--- src/design/fscap_pkg.sv ---
// package for the fault status capture block: offsets, bit positions, types
package fscap_pkg;

    // register byte addresses
    localparam logic [31:0] FSCAP_CFSR_ADDR = 32'hE000ED28;
    localparam logic [31:0] FSCAP_HARD_FAULT_CAUSE_STATUS_ADDR = 32'hE000ED2C;
    localparam logic [31:0] FSCAP_MMFAR_ADDR = 32'hE000ED34;
    localparam logic [31:0] FSCAP_BFAR_ADDR = 32'hE000ED38;
    localparam logic [31:0] FSCAP_CCR_ADDR = 32'hE000ED14;

    // fault cause status bit positions
    localparam int FSCAP_IACCVIOL_BIT = 0;
    localparam int FSCAP_DACCV_BIT = 1;
    localparam int FSCAP_MUNSTK_BIT = 3;
    localparam int FSCAP_MSTK_BIT = 4;
    localparam int FSCAP_MLSP_BIT = 5;
    localparam int FSCAP_MMVALID_BIT = 7;
    localparam int FSCAP_IBUS_BIT = 8;
    localparam int FSCAP_PRECISE_BIT = 9;
    localparam int FSCAP_IMPRECISE_BIT = 10;
    localparam int FSCAP_UNSTK_BIT = 11;
    localparam int FSCAP_STK_BIT = 12;
    localparam int FSCAP_LSP_BIT = 13;
    localparam int FSCAP_BFVALID_BIT = 15;
    localparam int FSCAP_UNDEF_BIT = 16;
    localparam int FSCAP_INVST_BIT = 17;
    localparam int FSCAP_INVALID_RETURN_PC_FAULT_BIT = 18;
    localparam int FSCAP_NOCOP_BIT = 19;
    localparam int FSCAP_MISALIGN_BIT = 24;
    localparam int FSCAP_ZDIV_BIT = 25;

    // hard fault status bit positions
    localparam int FSCAP_VECT_BIT = 1;
    localparam int FSCAP_FORCED_BIT = 30;
    localparam int FSCAP_DEBUG_BIT = 31;

    // core config control bit positions
    localparam int FSCAP_MISALIGN_TRAP_BIT = 3;
    localparam int FSCAP_ZDIV_TRAP_BIT = 4;

    // implemented bits and reset values
    localparam logic [31:0] FSCAP_CFSR_MASK = 32'h030FBFBB;
    localparam logic [31:0] FSCAP_HARD_FAULT_CAUSE_STATUS_MASK = 32'hC0000002;
    localparam logic [31:0] FSCAP_CCR_MASK = 32'h00000018;
    localparam logic [31:0] FSCAP_ZERO = 32'h00000000;

    // access sizes
    typedef enum logic [1:0] {
        FSCAP_SZ_BYTE,
        FSCAP_SZ_HALF,
        FSCAP_SZ_WORD
    } fscap_size_t;

    // register access request from the core's system bus
    typedef struct packed {
        logic        valid;
        logic        write;
        logic [31:0] addr;
        fscap_size_t size;
        logic [31:0] wdata;
    } fscap_req_t;

    // fault events reported by the core in one cycle
    typedef struct packed {
        logic        instr_access_violation;
        logic        data_permission_violation;
        logic        mem_unstack_violation;
        logic        mem_stack_violation;
        logic        mem_lazy_violation;
        logic [31:0] mem_addr;
        logic        instr_bus_error;
        logic        precise_data_bus_error;
        logic        imprecise_bus_error;
        logic        unstacking_bus_error;
        logic        stacking_bus_error;
        logic        lazy_fp_save_bus_error;
        logic [31:0] bus_addr;
        logic        undefined_opcode_fault;
        logic        invalid_state_fault;
        logic        invalid_return_pc_fault;
        logic        missing_coprocessor_fault;
        logic        unaligned_access;
        logic        multiword_unaligned;
        logic        divide_by_zero;
        logic        escalated;
        logic        vector_fetch_fault;
        logic        debug_event;
    } fscap_evt_t;

    // all block state
    typedef struct packed {
        logic [31:0] cfsr;
        logic [31:0] hard_fault_cause_status;
        logic [31:0] mmfar;
        logic [31:0] bfar;
        logic [31:0] ccr;
        logic [31:0] rdata;
        logic        rvalid;
        logic        err;
    } fscap_state_t;

endpackage

--- src/design/fscap_top.sv ---
// fault status capture: sticky fault cause flags, hard fault flags, fault addresses
// Operation
// [RULE_01] stacking bus error sets flag, no address
// [RULE_02] lazy fp save bus error sets flag
// [RULE_03] address-valid set on known-address bus fault
// [RULE_04] hard fault handler clears bus address-valid
// [RULE_05] undecodable instruction sets undefined-opcode flag
// [RULE_06] illegal state use sets flag unless undefined
// [RULE_07] illegal return value load sets return-pc flag
// [RULE_08] any coprocessor access sets missing-coprocessor flag
// [RULE_09] misaligned flag gated by trap; multiword always
// [RULE_10] zero divisor flag when trap enable set
// [RULE_11] subfields: mem 7..0, bus 14..8, usage above; the code puts bus in 15..8 (valid flag at 15) and usage in 31..16
// [RULE_12] word, halfword and byte access at documented addresses
// [RULE_13] usage flags sticky, cleared by writing one
// [RULE_14] hard fault bits sticky, write one clears
// [RULE_15] software writes zero to debug event bit
// [RULE_16] escalation to hard fault sets forced flag
// [RULE_17] vector table bus error sets vector flag
// [RULE_18] memguard address held while its valid set; the code recaptures it on every data permission violation, valid or not
// [RULE_19] split access captures actual faulting piece address
// [RULE_20] precise data bus error captures bus address
// [RULE_21] data permission violation captures memguard address
// [RULE_22] flags reset to zero, simultaneous faults accumulate
module fscap_top
    import fscap_pkg::*;
(
    input wire logic i_clk,
    input wire logic i_reset,
    input wire fscap_req_t i_req,
    input wire fscap_evt_t i_evt,
    output logic [31:0] o_rdata,
    output logic o_rvalid,
    output logic o_err,
    output logic [31:0] o_fault_cause_status,
    output logic [31:0] o_hard_fault_cause_status,
    output logic o_misalign_trap_enable,
    output logic o_zero_divide_trap_enable
);

    fscap_state_t s_q;
    fscap_state_t s_d;
    logic [31:0] lane_mask;
    logic [31:0] lane_wdata;

    // sized access turned into lane mask and lane-aligned data
    fscap_lane u_lane (
        .i_clk(i_clk),
        .i_reset(i_reset),
        .i_offset(i_req.addr[1:0]),
        .i_size(i_req.size),
        .i_wdata(i_req.wdata),
        .o_mask(lane_mask),
        .o_wdata(lane_wdata)
    );

    // word-aligned address selects the register; the low bits only pick lanes
    function automatic logic hit(input logic [31:0] a, input logic [31:0] base);
        hit = (a[31:2] == base[31:2]);
    endfunction

    // one-bit set vector from a condition
    function automatic logic [31:0] bit_at(input int pos, input logic cond);
        bit_at = cond ? (32'h00000001 << pos) : FSCAP_ZERO;
    endfunction

    logic [31:0] cfsr_set;
    logic [31:0] hard_fault_cause_status_set;
    logic [31:0] cfsr_clr;
    logic [31:0] hard_fault_cause_status_clr;
    logic bus_addr_known;
    logic mem_addr_known;
    logic wr;
    logic rd;

    // event decode into set vectors
    always_comb begin
        wr = i_req.valid & i_req.write;
        rd = i_req.valid & ~i_req.write;
        // instruction bus errors and stacking errors carry no address
        bus_addr_known = i_evt.precise_data_bus_error; // see [RULE_20]
        mem_addr_known = i_evt.data_permission_violation; // see [RULE_21]
        cfsr_set = FSCAP_ZERO;
        cfsr_set |= bit_at(FSCAP_IACCVIOL_BIT, i_evt.instr_access_violation);
        cfsr_set |= bit_at(FSCAP_DACCV_BIT, i_evt.data_permission_violation);
        cfsr_set |= bit_at(FSCAP_MUNSTK_BIT, i_evt.mem_unstack_violation);
        cfsr_set |= bit_at(FSCAP_MSTK_BIT, i_evt.mem_stack_violation);
        cfsr_set |= bit_at(FSCAP_MLSP_BIT, i_evt.mem_lazy_violation);
        cfsr_set |= bit_at(FSCAP_MMVALID_BIT, mem_addr_known); // see [RULE_18]
        cfsr_set |= bit_at(FSCAP_IBUS_BIT, i_evt.instr_bus_error);
        cfsr_set |= bit_at(FSCAP_PRECISE_BIT, i_evt.precise_data_bus_error);
        cfsr_set |= bit_at(FSCAP_IMPRECISE_BIT, i_evt.imprecise_bus_error);
        cfsr_set |= bit_at(FSCAP_UNSTK_BIT, i_evt.unstacking_bus_error);
        cfsr_set |= bit_at(FSCAP_STK_BIT, i_evt.stacking_bus_error); // see [RULE_01]
        cfsr_set |= bit_at(FSCAP_LSP_BIT, i_evt.lazy_fp_save_bus_error); // see [RULE_02]
        cfsr_set |= bit_at(FSCAP_BFVALID_BIT, bus_addr_known); // see [RULE_03]
        cfsr_set |= bit_at(FSCAP_UNDEF_BIT, i_evt.undefined_opcode_fault); // see [RULE_05]
        // an undefined instruction never reports an invalid state
        cfsr_set |= bit_at(FSCAP_INVST_BIT,
                           i_evt.invalid_state_fault & ~i_evt.undefined_opcode_fault); // see [RULE_06]
        cfsr_set |= bit_at(FSCAP_INVALID_RETURN_PC_FAULT_BIT, i_evt.invalid_return_pc_fault); // see [RULE_07]
        cfsr_set |= bit_at(FSCAP_NOCOP_BIT, i_evt.missing_coprocessor_fault); // see [RULE_08]
        cfsr_set |= bit_at(FSCAP_MISALIGN_BIT,
                           (i_evt.unaligned_access & s_q.ccr[FSCAP_MISALIGN_TRAP_BIT])
                           | i_evt.multiword_unaligned); // see [RULE_09]
        cfsr_set |= bit_at(FSCAP_ZDIV_BIT,
                           i_evt.divide_by_zero & s_q.ccr[FSCAP_ZDIV_TRAP_BIT]); // see [RULE_10]
        hard_fault_cause_status_set = FSCAP_ZERO;
        hard_fault_cause_status_set |= bit_at(FSCAP_FORCED_BIT, i_evt.escalated); // see [RULE_16]
        hard_fault_cause_status_set |= bit_at(FSCAP_VECT_BIT, i_evt.vector_fetch_fault); // see [RULE_17]
        hard_fault_cause_status_set |= bit_at(FSCAP_DEBUG_BIT, i_evt.debug_event);
        // write-one-to-clear, restricted to the lanes the access touches
        cfsr_clr = (wr && hit(i_req.addr, FSCAP_CFSR_ADDR)) ? (lane_wdata & lane_mask) : FSCAP_ZERO; // see [RULE_12]
        hard_fault_cause_status_clr = (wr && hit(i_req.addr, FSCAP_HARD_FAULT_CAUSE_STATUS_ADDR)) ? (lane_wdata & lane_mask) : FSCAP_ZERO;
    end

    // next state
    always_comb begin
        s_d = s_q;
        s_d.rvalid = 1'b0;
        s_d.err = 1'b0;
        // set wins over a clear in the same cycle, so no event is lost
        s_d.cfsr = ((s_q.cfsr & ~cfsr_clr) | cfsr_set) & FSCAP_CFSR_MASK; // see [RULE_13] [RULE_22]
        s_d.hard_fault_cause_status = ((s_q.hard_fault_cause_status & ~hard_fault_cause_status_clr) | hard_fault_cause_status_set) & FSCAP_HARD_FAULT_CAUSE_STATUS_MASK; // see [RULE_14]
        // an instruction or data access violation after a bus fault drops the bus address valid flag
        if ((i_evt.data_permission_violation | i_evt.instr_access_violation) & ~bus_addr_known) begin
            s_d.cfsr[FSCAP_BFVALID_BIT] = 1'b0; // see [RULE_03]
        end
        // address capture; unaligned pieces report the piece address given by the core
        if (mem_addr_known) begin
            s_d.mmfar = i_evt.mem_addr; // see [RULE_19] [RULE_21]
        end
        if (bus_addr_known) begin
            s_d.bfar = i_evt.bus_addr; // see [RULE_20]
        end
        // plain read/write registers; a capture in the same cycle wins
        if (wr) begin
            if (hit(i_req.addr, FSCAP_MMFAR_ADDR) && !mem_addr_known) begin
                s_d.mmfar = (s_q.mmfar & ~lane_mask) | (lane_wdata & lane_mask);
            end
            if (hit(i_req.addr, FSCAP_BFAR_ADDR) && !bus_addr_known) begin
                s_d.bfar = (s_q.bfar & ~lane_mask) | (lane_wdata & lane_mask);
            end
            if (hit(i_req.addr, FSCAP_CCR_ADDR)) begin
                s_d.ccr = ((s_q.ccr & ~lane_mask) | (lane_wdata & lane_mask)) & FSCAP_CCR_MASK;
            end
        end
        // read data: full word, unselected lanes read zero
        if (i_req.valid) begin
            s_d.rvalid = rd;
            s_d.rdata = FSCAP_ZERO;
            if (hit(i_req.addr, FSCAP_CFSR_ADDR)) begin
                s_d.rdata = s_q.cfsr & lane_mask; // see [RULE_11] [RULE_12]
            end else if (hit(i_req.addr, FSCAP_HARD_FAULT_CAUSE_STATUS_ADDR)) begin
                s_d.rdata = s_q.hard_fault_cause_status & lane_mask;
            end else if (hit(i_req.addr, FSCAP_MMFAR_ADDR)) begin
                s_d.rdata = s_q.mmfar & lane_mask;
            end else if (hit(i_req.addr, FSCAP_BFAR_ADDR)) begin
                s_d.rdata = s_q.bfar & lane_mask;
            end else if (hit(i_req.addr, FSCAP_CCR_ADDR)) begin
                s_d.rdata = s_q.ccr & lane_mask;
            end else begin
                s_d.err = 1'b1; // unmapped address answers with an error pulse
            end
        end
    end

    // single state register, all zero at reset
    always_ff @(posedge i_clk) begin
        if (i_reset) begin
            s_q <= '0; // see [RULE_22]
        end else begin
            s_q <= s_d;
        end
    end

    // outputs straight from the state flops
    assign o_rdata = s_q.rdata;
    assign o_rvalid = s_q.rvalid;
    assign o_err = s_q.err;
    assign o_fault_cause_status = s_q.cfsr;
    assign o_hard_fault_cause_status = s_q.hard_fault_cause_status;
    assign o_misalign_trap_enable = s_q.ccr[FSCAP_MISALIGN_TRAP_BIT];
    assign o_zero_divide_trap_enable = s_q.ccr[FSCAP_ZDIV_TRAP_BIT];

endmodule

--- src/design/fscap_lane.sv ---
// byte-lane helper: turns a sized access into a 32-bit lane mask and aligned data
module fscap_lane
    import fscap_pkg::*;
(
    input wire logic i_clk,
    input wire logic i_reset,
    input wire logic [1:0] i_offset,
    input wire fscap_size_t i_size,
    input wire logic [31:0] i_wdata,
    output logic [31:0] o_mask,
    output logic [31:0] o_wdata
);

    logic [31:0] mask_d;
    logic [31:0] data_d;

    // halfword stays in its half, byte goes to its lane; the low byte or halfword of the write data is copied into every lane
    always_comb begin
        mask_d = 32'hFFFFFFFF;
        data_d = i_wdata;
        case (i_size)
            FSCAP_SZ_BYTE: begin
                mask_d = 32'h000000FF << {i_offset, 3'b000};
                data_d = {4{i_wdata[7:0]}};
            end
            FSCAP_SZ_HALF: begin
                mask_d = i_offset[1] ? 32'hFFFF0000 : 32'h0000FFFF;
                data_d = {2{i_wdata[15:0]}};
            end
            default: begin
                mask_d = 32'hFFFFFFFF;
                data_d = i_wdata;
            end
        endcase
    end

    // combinational path exported; clock and reset kept for a registered variant
    assign o_mask = mask_d & {32{~i_reset | i_clk | 1'b1}};
    assign o_wdata = data_d;

endmodule

--- config.mk ---
export PLATFORM = sky130hd
export DESIGN_NAME = fscap_top
export DESIGN_NICKNAME = d
export VERILOG_FILES = /design/src/design/fscap_pkg.sv /design/src/design/fscap_top.sv /design/src/design/fscap_lane.sv
export SDC_FILE = /design/constraint.sdc
export NUM_CORES = 1
export LEC_CHECK = 0
export BUFFER_PORTS_ARGS = -buffer_cell sky130_fd_sc_hd__buf_2
export CORE_ASPECT_RATIO = 0.8
export CORE_MARGIN = 2
export CORE_UTILIZATION = 40
export DETAILED_ROUTE_END_ITERATION = 10
export GPL_ROUTABILITY_DRIVEN = 0
export PLACE_DENSITY = 0.78
export SLEW_MARGIN = 40
export SYNTH_ARGS = -nofsm -noshare
export SYNTH_HDL_FRONTEND = slang
export SYNTH_HIERARCHICAL = 1
export SYNTH_SLANG_ARGS = --single-unit
export TNS_END_PERCENT = 100
--- constraint.sdc ---
create_clock -name i_clk -period 2.1 [get_ports i_clk]
set_input_delay 0.42 -clock i_clk [delete_from_list [all_inputs] [get_ports i_clk]]
set_output_delay 0.42 -clock i_clk [all_outputs]
set_load 0.1 [all_outputs]
# After elaboration in Yosys (flattened, before gate mapping)
# Index checks and enable logic that the tools add are counted.
# totals
out_inout_bits,100
reg_bits,151
# op_classes
n_eq_ne,6
mux,39
n_shift,1
bitwise_logic,51
reduce_logical,11
# op_table
cell,n
$mux 32,12
$and 32x32->32,7
$eq 30x30->1 const B,5
$pmux 32 s2,2
$mux 96,1
$or 32x32->32,3
$not 32->32,2
$mux 26,2
$and 26x32->32,1
$and 5x32->32,1
$or 31x32->32,1
$shl 8x5->32 const A,1
$mux 31,1
$or 31x2->31,1
$and 26x26->26,1
$not 26->26,1
$or 25x26->26,1
$or 26x26->26,1
$mux 25,1
$or 20x25->25,1
$mux 20,1
$or 19x20->20,1
$mux 19,1
$or 18x19->19,1
41 further kinds,58

# Longest topological paths before layout
# depth
ltp_word,20
mapped_depth,9
ltp_nobuf,6

# Cells and area by module
# Netlist, hierarchy kept.
# by_module_without_submodules
mod,cells_each,area_each_um2,seq_area_each_um2,instances
fscap_top,811,7317.0,2442.3,1
fscap_lane,88,742.0,0.0,1

# Worst setup path after synthesis
# OpenSTA, ideal clock, no wires.
# synth_path
path_kind,in2reg
startpoint,input port i_req[32] in the netlist's numbering
endpoint,register (tool-made name)
path_slack_ns,0.084
n_path_buf,2
arrival_ns,1.884
required_ns,1.968
cell_stages,7
path_cell_list,buf_6 > nor2_1 > o21bai_1 > buf_4 > mux2_2 > a22oi_1 > a21oi_1
# synth_rtl
element,line,source
start: declaration,fscap_top.sv:30,"input wire fscap_req_t i_req,"

==> flow_metrics.tcl <==
set metrics [dict create \
    cts_tree "built" \
    dr.pass1.iters 5 \
    hold_depth 2 \
    core_area_um2 19800 \
    whs_endpoint "o_rvalid$_SDFF_PP0_" \
    drt_drc_violations_left 0 \
    cts.root.buffer_cell "clkbuf_16" \
    io_pins 255 \
    relSlewSlack_pct 51.24 \
    num_rows 46 \
    wl_per_cell_um 19.13 \
    rr_worst_depth 5 \
    syn_to_final_growth_pct 16.85 \
    grt_pass1_vias 6603 \
    ir_drop_mv 0.4573 \
    netlist_area_um2 8059 \
    drtAntennaViolNets 0 \
    min_path_type "input pin to register" \
    critPathLaunchType "input pin" \
    postCtsHoldBufs 0 \
    postSynthCellCount 899 \
    clk_pin_slew_ns 0.06 \
    synth_ff_type "dfxtp_1" \
    max_cap_viol_count 0 \
    clk_latency_ns 0.43 \
    drv_slew 0 \
    ys_types 50 \
    cts_buffers 17 \
    worstHoldStart "i_req[66]" \
    cts_resized 0 \
    worst-path-max-fanout 64 \
    cts_setup_buffers 0 \
    rsz0062_at_grt "no" \
    start_util_pct 40.70 \
    finalClockSkew_ns 0.008139 \
    place_inst 1270 \
    finalCritPeriodShare_pct 83.43 \
    hold_violations 0 \
    die_w_um 162.7 \
    vias 7128 \
    route.met2.wl_um 11470 \
    design_area_um2 9417 \
    cts_buffer_depth 2 \
    power.leakage_nw 4.165 \
    powerDensity_nw_per_um2 754.0 \
    syn_area_per_cell_um2 8.964 \
    layout.cells.non_filler 1305 \
    port_buffers 212 \
    min_period_ns 1.752 \
    critical_path_required_ns 2.45 \
    whs_ns 0.1938 \
    grt_use_total_pct 23.10 \
    top_layer "met5" \
    status "complete, no violations" \
    worstPathArrival_ns 2.10 \
    drive_gt1_share_pct 34.49 \
    grt-ovfl-total 0 \
    path_class "input pin to register" \
    dpl.hpwl_um 18100 \
    wl_met3_um 2020 \
    drt_iter0_drc 467 \
    ff2ff_setup_slack_ns 0.99 \
    die_y_um 131.0 \
    worst_pin_slew_ns 0.7314 \
    async_reset_ff_share_pct 0 \
    r2r_end "o_rdata[3]$_SDFFE_PP0P_" \
    antenna_found_initial 6 \
    ys_seq_area_share_pct 30.31 \
    clock_sinks 122 \
    wl_met1_um 11180 \
    final_cell_mix "buf_2 (211), dfxtp_1 (122), a211oi_1 (84), a22o_1 (65), mux2i_1 (61)" \
    nets 1180 \
    critPathCaptureType "register" \
    post_drt_via_cell_ratio 5.462 \
    h-tree-depth 4 \
    synth_edf_count 0 \
    placed_cell_area_um2 8790 \
    yosys_register_bits 122 \
    dieArea_um2 21310 \
    drt-total-wl_um 24970 \
    yosysWarningCount 6 \
    grt_first_pass_wirelength_um 37450 \
    clock.fmax_mhz 570.7 \
    final_common_cell "buf_2" \
    finalSetupViolCount 0 \
    finalPower_w 0.007100 \
    grt_start_max_net_pins 66 \
]
## final cells by class
class	instances	area, um2
antenna	3	7.507
clock buffer	27	513.0
clock inverter	5	106.4
fill	1918	10380
inverter	21	78.83
multi-input combinational	604	4409
sequential	122	2442
tap	264	330.3
timing repair buffer	259	1529
## logic make-up after synthesis
logic type	after synthesis	share of synthesized area [%]
buffers and inverters	214	17.16
AOI/OAI and AO/OA	270	25.79
other	1	0.04653
and+or+nand+nor	212	16.47
DFF	122	30.31
muxes	80	10.23
## report_power, final
part	internal, W	switching (W)
clock	0.00203	0.00107
combinational	0.000435	0.00108
sequential	0.00242	0.0000728
## worst max-delay path: stages
cell and delay, ns:
buf_2 0.12, nor4_4 0.34, nand4_4 0.16, nor4_4 0.32, buf_12 0.35, a211oi_1 0.12, a211oi_2 0.23
## cell usage after synthesis (3+ instances only)
| cell | number | share of area [%] |
|---|---|---|
| nand2_1 | 38 | 1.8 |
| buf_6 | 7 | 0.98 |
| nor3_2 | 3 | 0.37 |
| buf_2 | 7 | 0.43 |
| a21oi_1 | 42 | 2.6 |
| nand2b_1 | 23 | 1.8 |
| nand4_1 | 11 | 0.85 |
| a211oi_2 | 25 | 3.9 |
| o21ai_2 | 8 | 0.87 |
| nor2_1 | 12 | 0.56 |
| a211oi_1 | 84 | 7.8 |
| buf_4 | 135 | 13 |
| o21bai_1 | 4 | 0.37 |
| inv_1 | 21 | 0.98 |
| nor2b_1 | 59 | 4.6 |
| dfxtp_1 | 122 | 30 |
| and4_1 | 3 | 0.33 |
| and3_1 | 6 | 0.47 |
| o21ai_0 | 25 | 1.6 |
| mux2_2 | 19 | 2.7 |
| nor3_1 | 11 | 0.68 |
| nor4_4 | 4 | 1.1 |
| clkbuf_1 | 42 | 2.0 |
| nand3_1 | 24 | 1.5 |
| mux2i_1 | 61 | 7.6 |
| and4b_1 | 3 | 0.37 |
| a22oi_1 | 8 | 0.75 |
| a22o_1 | 65 | 7.1 |
## per-stage QoR
stage / setup slack [ns] / TNS (ns) / utilization [%]
after floorplan: 0.08392 / 0 / -
after global placement: -0.02260 / -0.2512 / 44.39
after detailed placement: -0.06625 / -1.323 / 44.39
after CTS: 0.3637 / 0 / 47.52
after global routing: 0.2612 / 0 / 47.54
final: 0.3479 / 0 / 47.56
## how the worst max path moves through the flow
| stage | startpoint | to | slack, ns | cells after the start |
|---|---|---|---|---|
| floorplan | i_req[32] | register | 0.08 | 7 |
| global placement | i_req[55] | register | -0.02 | 7 |
| detailed placement | i_req[56] | register | -0.07 | 7 |
| CTS | register | o_zero_divide_trap_enable | 0.36 | 1 |
| global route | i_req[55] | register | 0.26 | 7 |
| finish | i_req[55] | register | 0.35 | 7 |
## per-layer routing
metal	global-route usage [%]	vias up
met5	0	-
met4	5.778	6
met3	5.934	31
met2	37.36	288
met1	30.94	3396
li1	-	3407
Note: power is estimated with default switching activity, not from simulation.
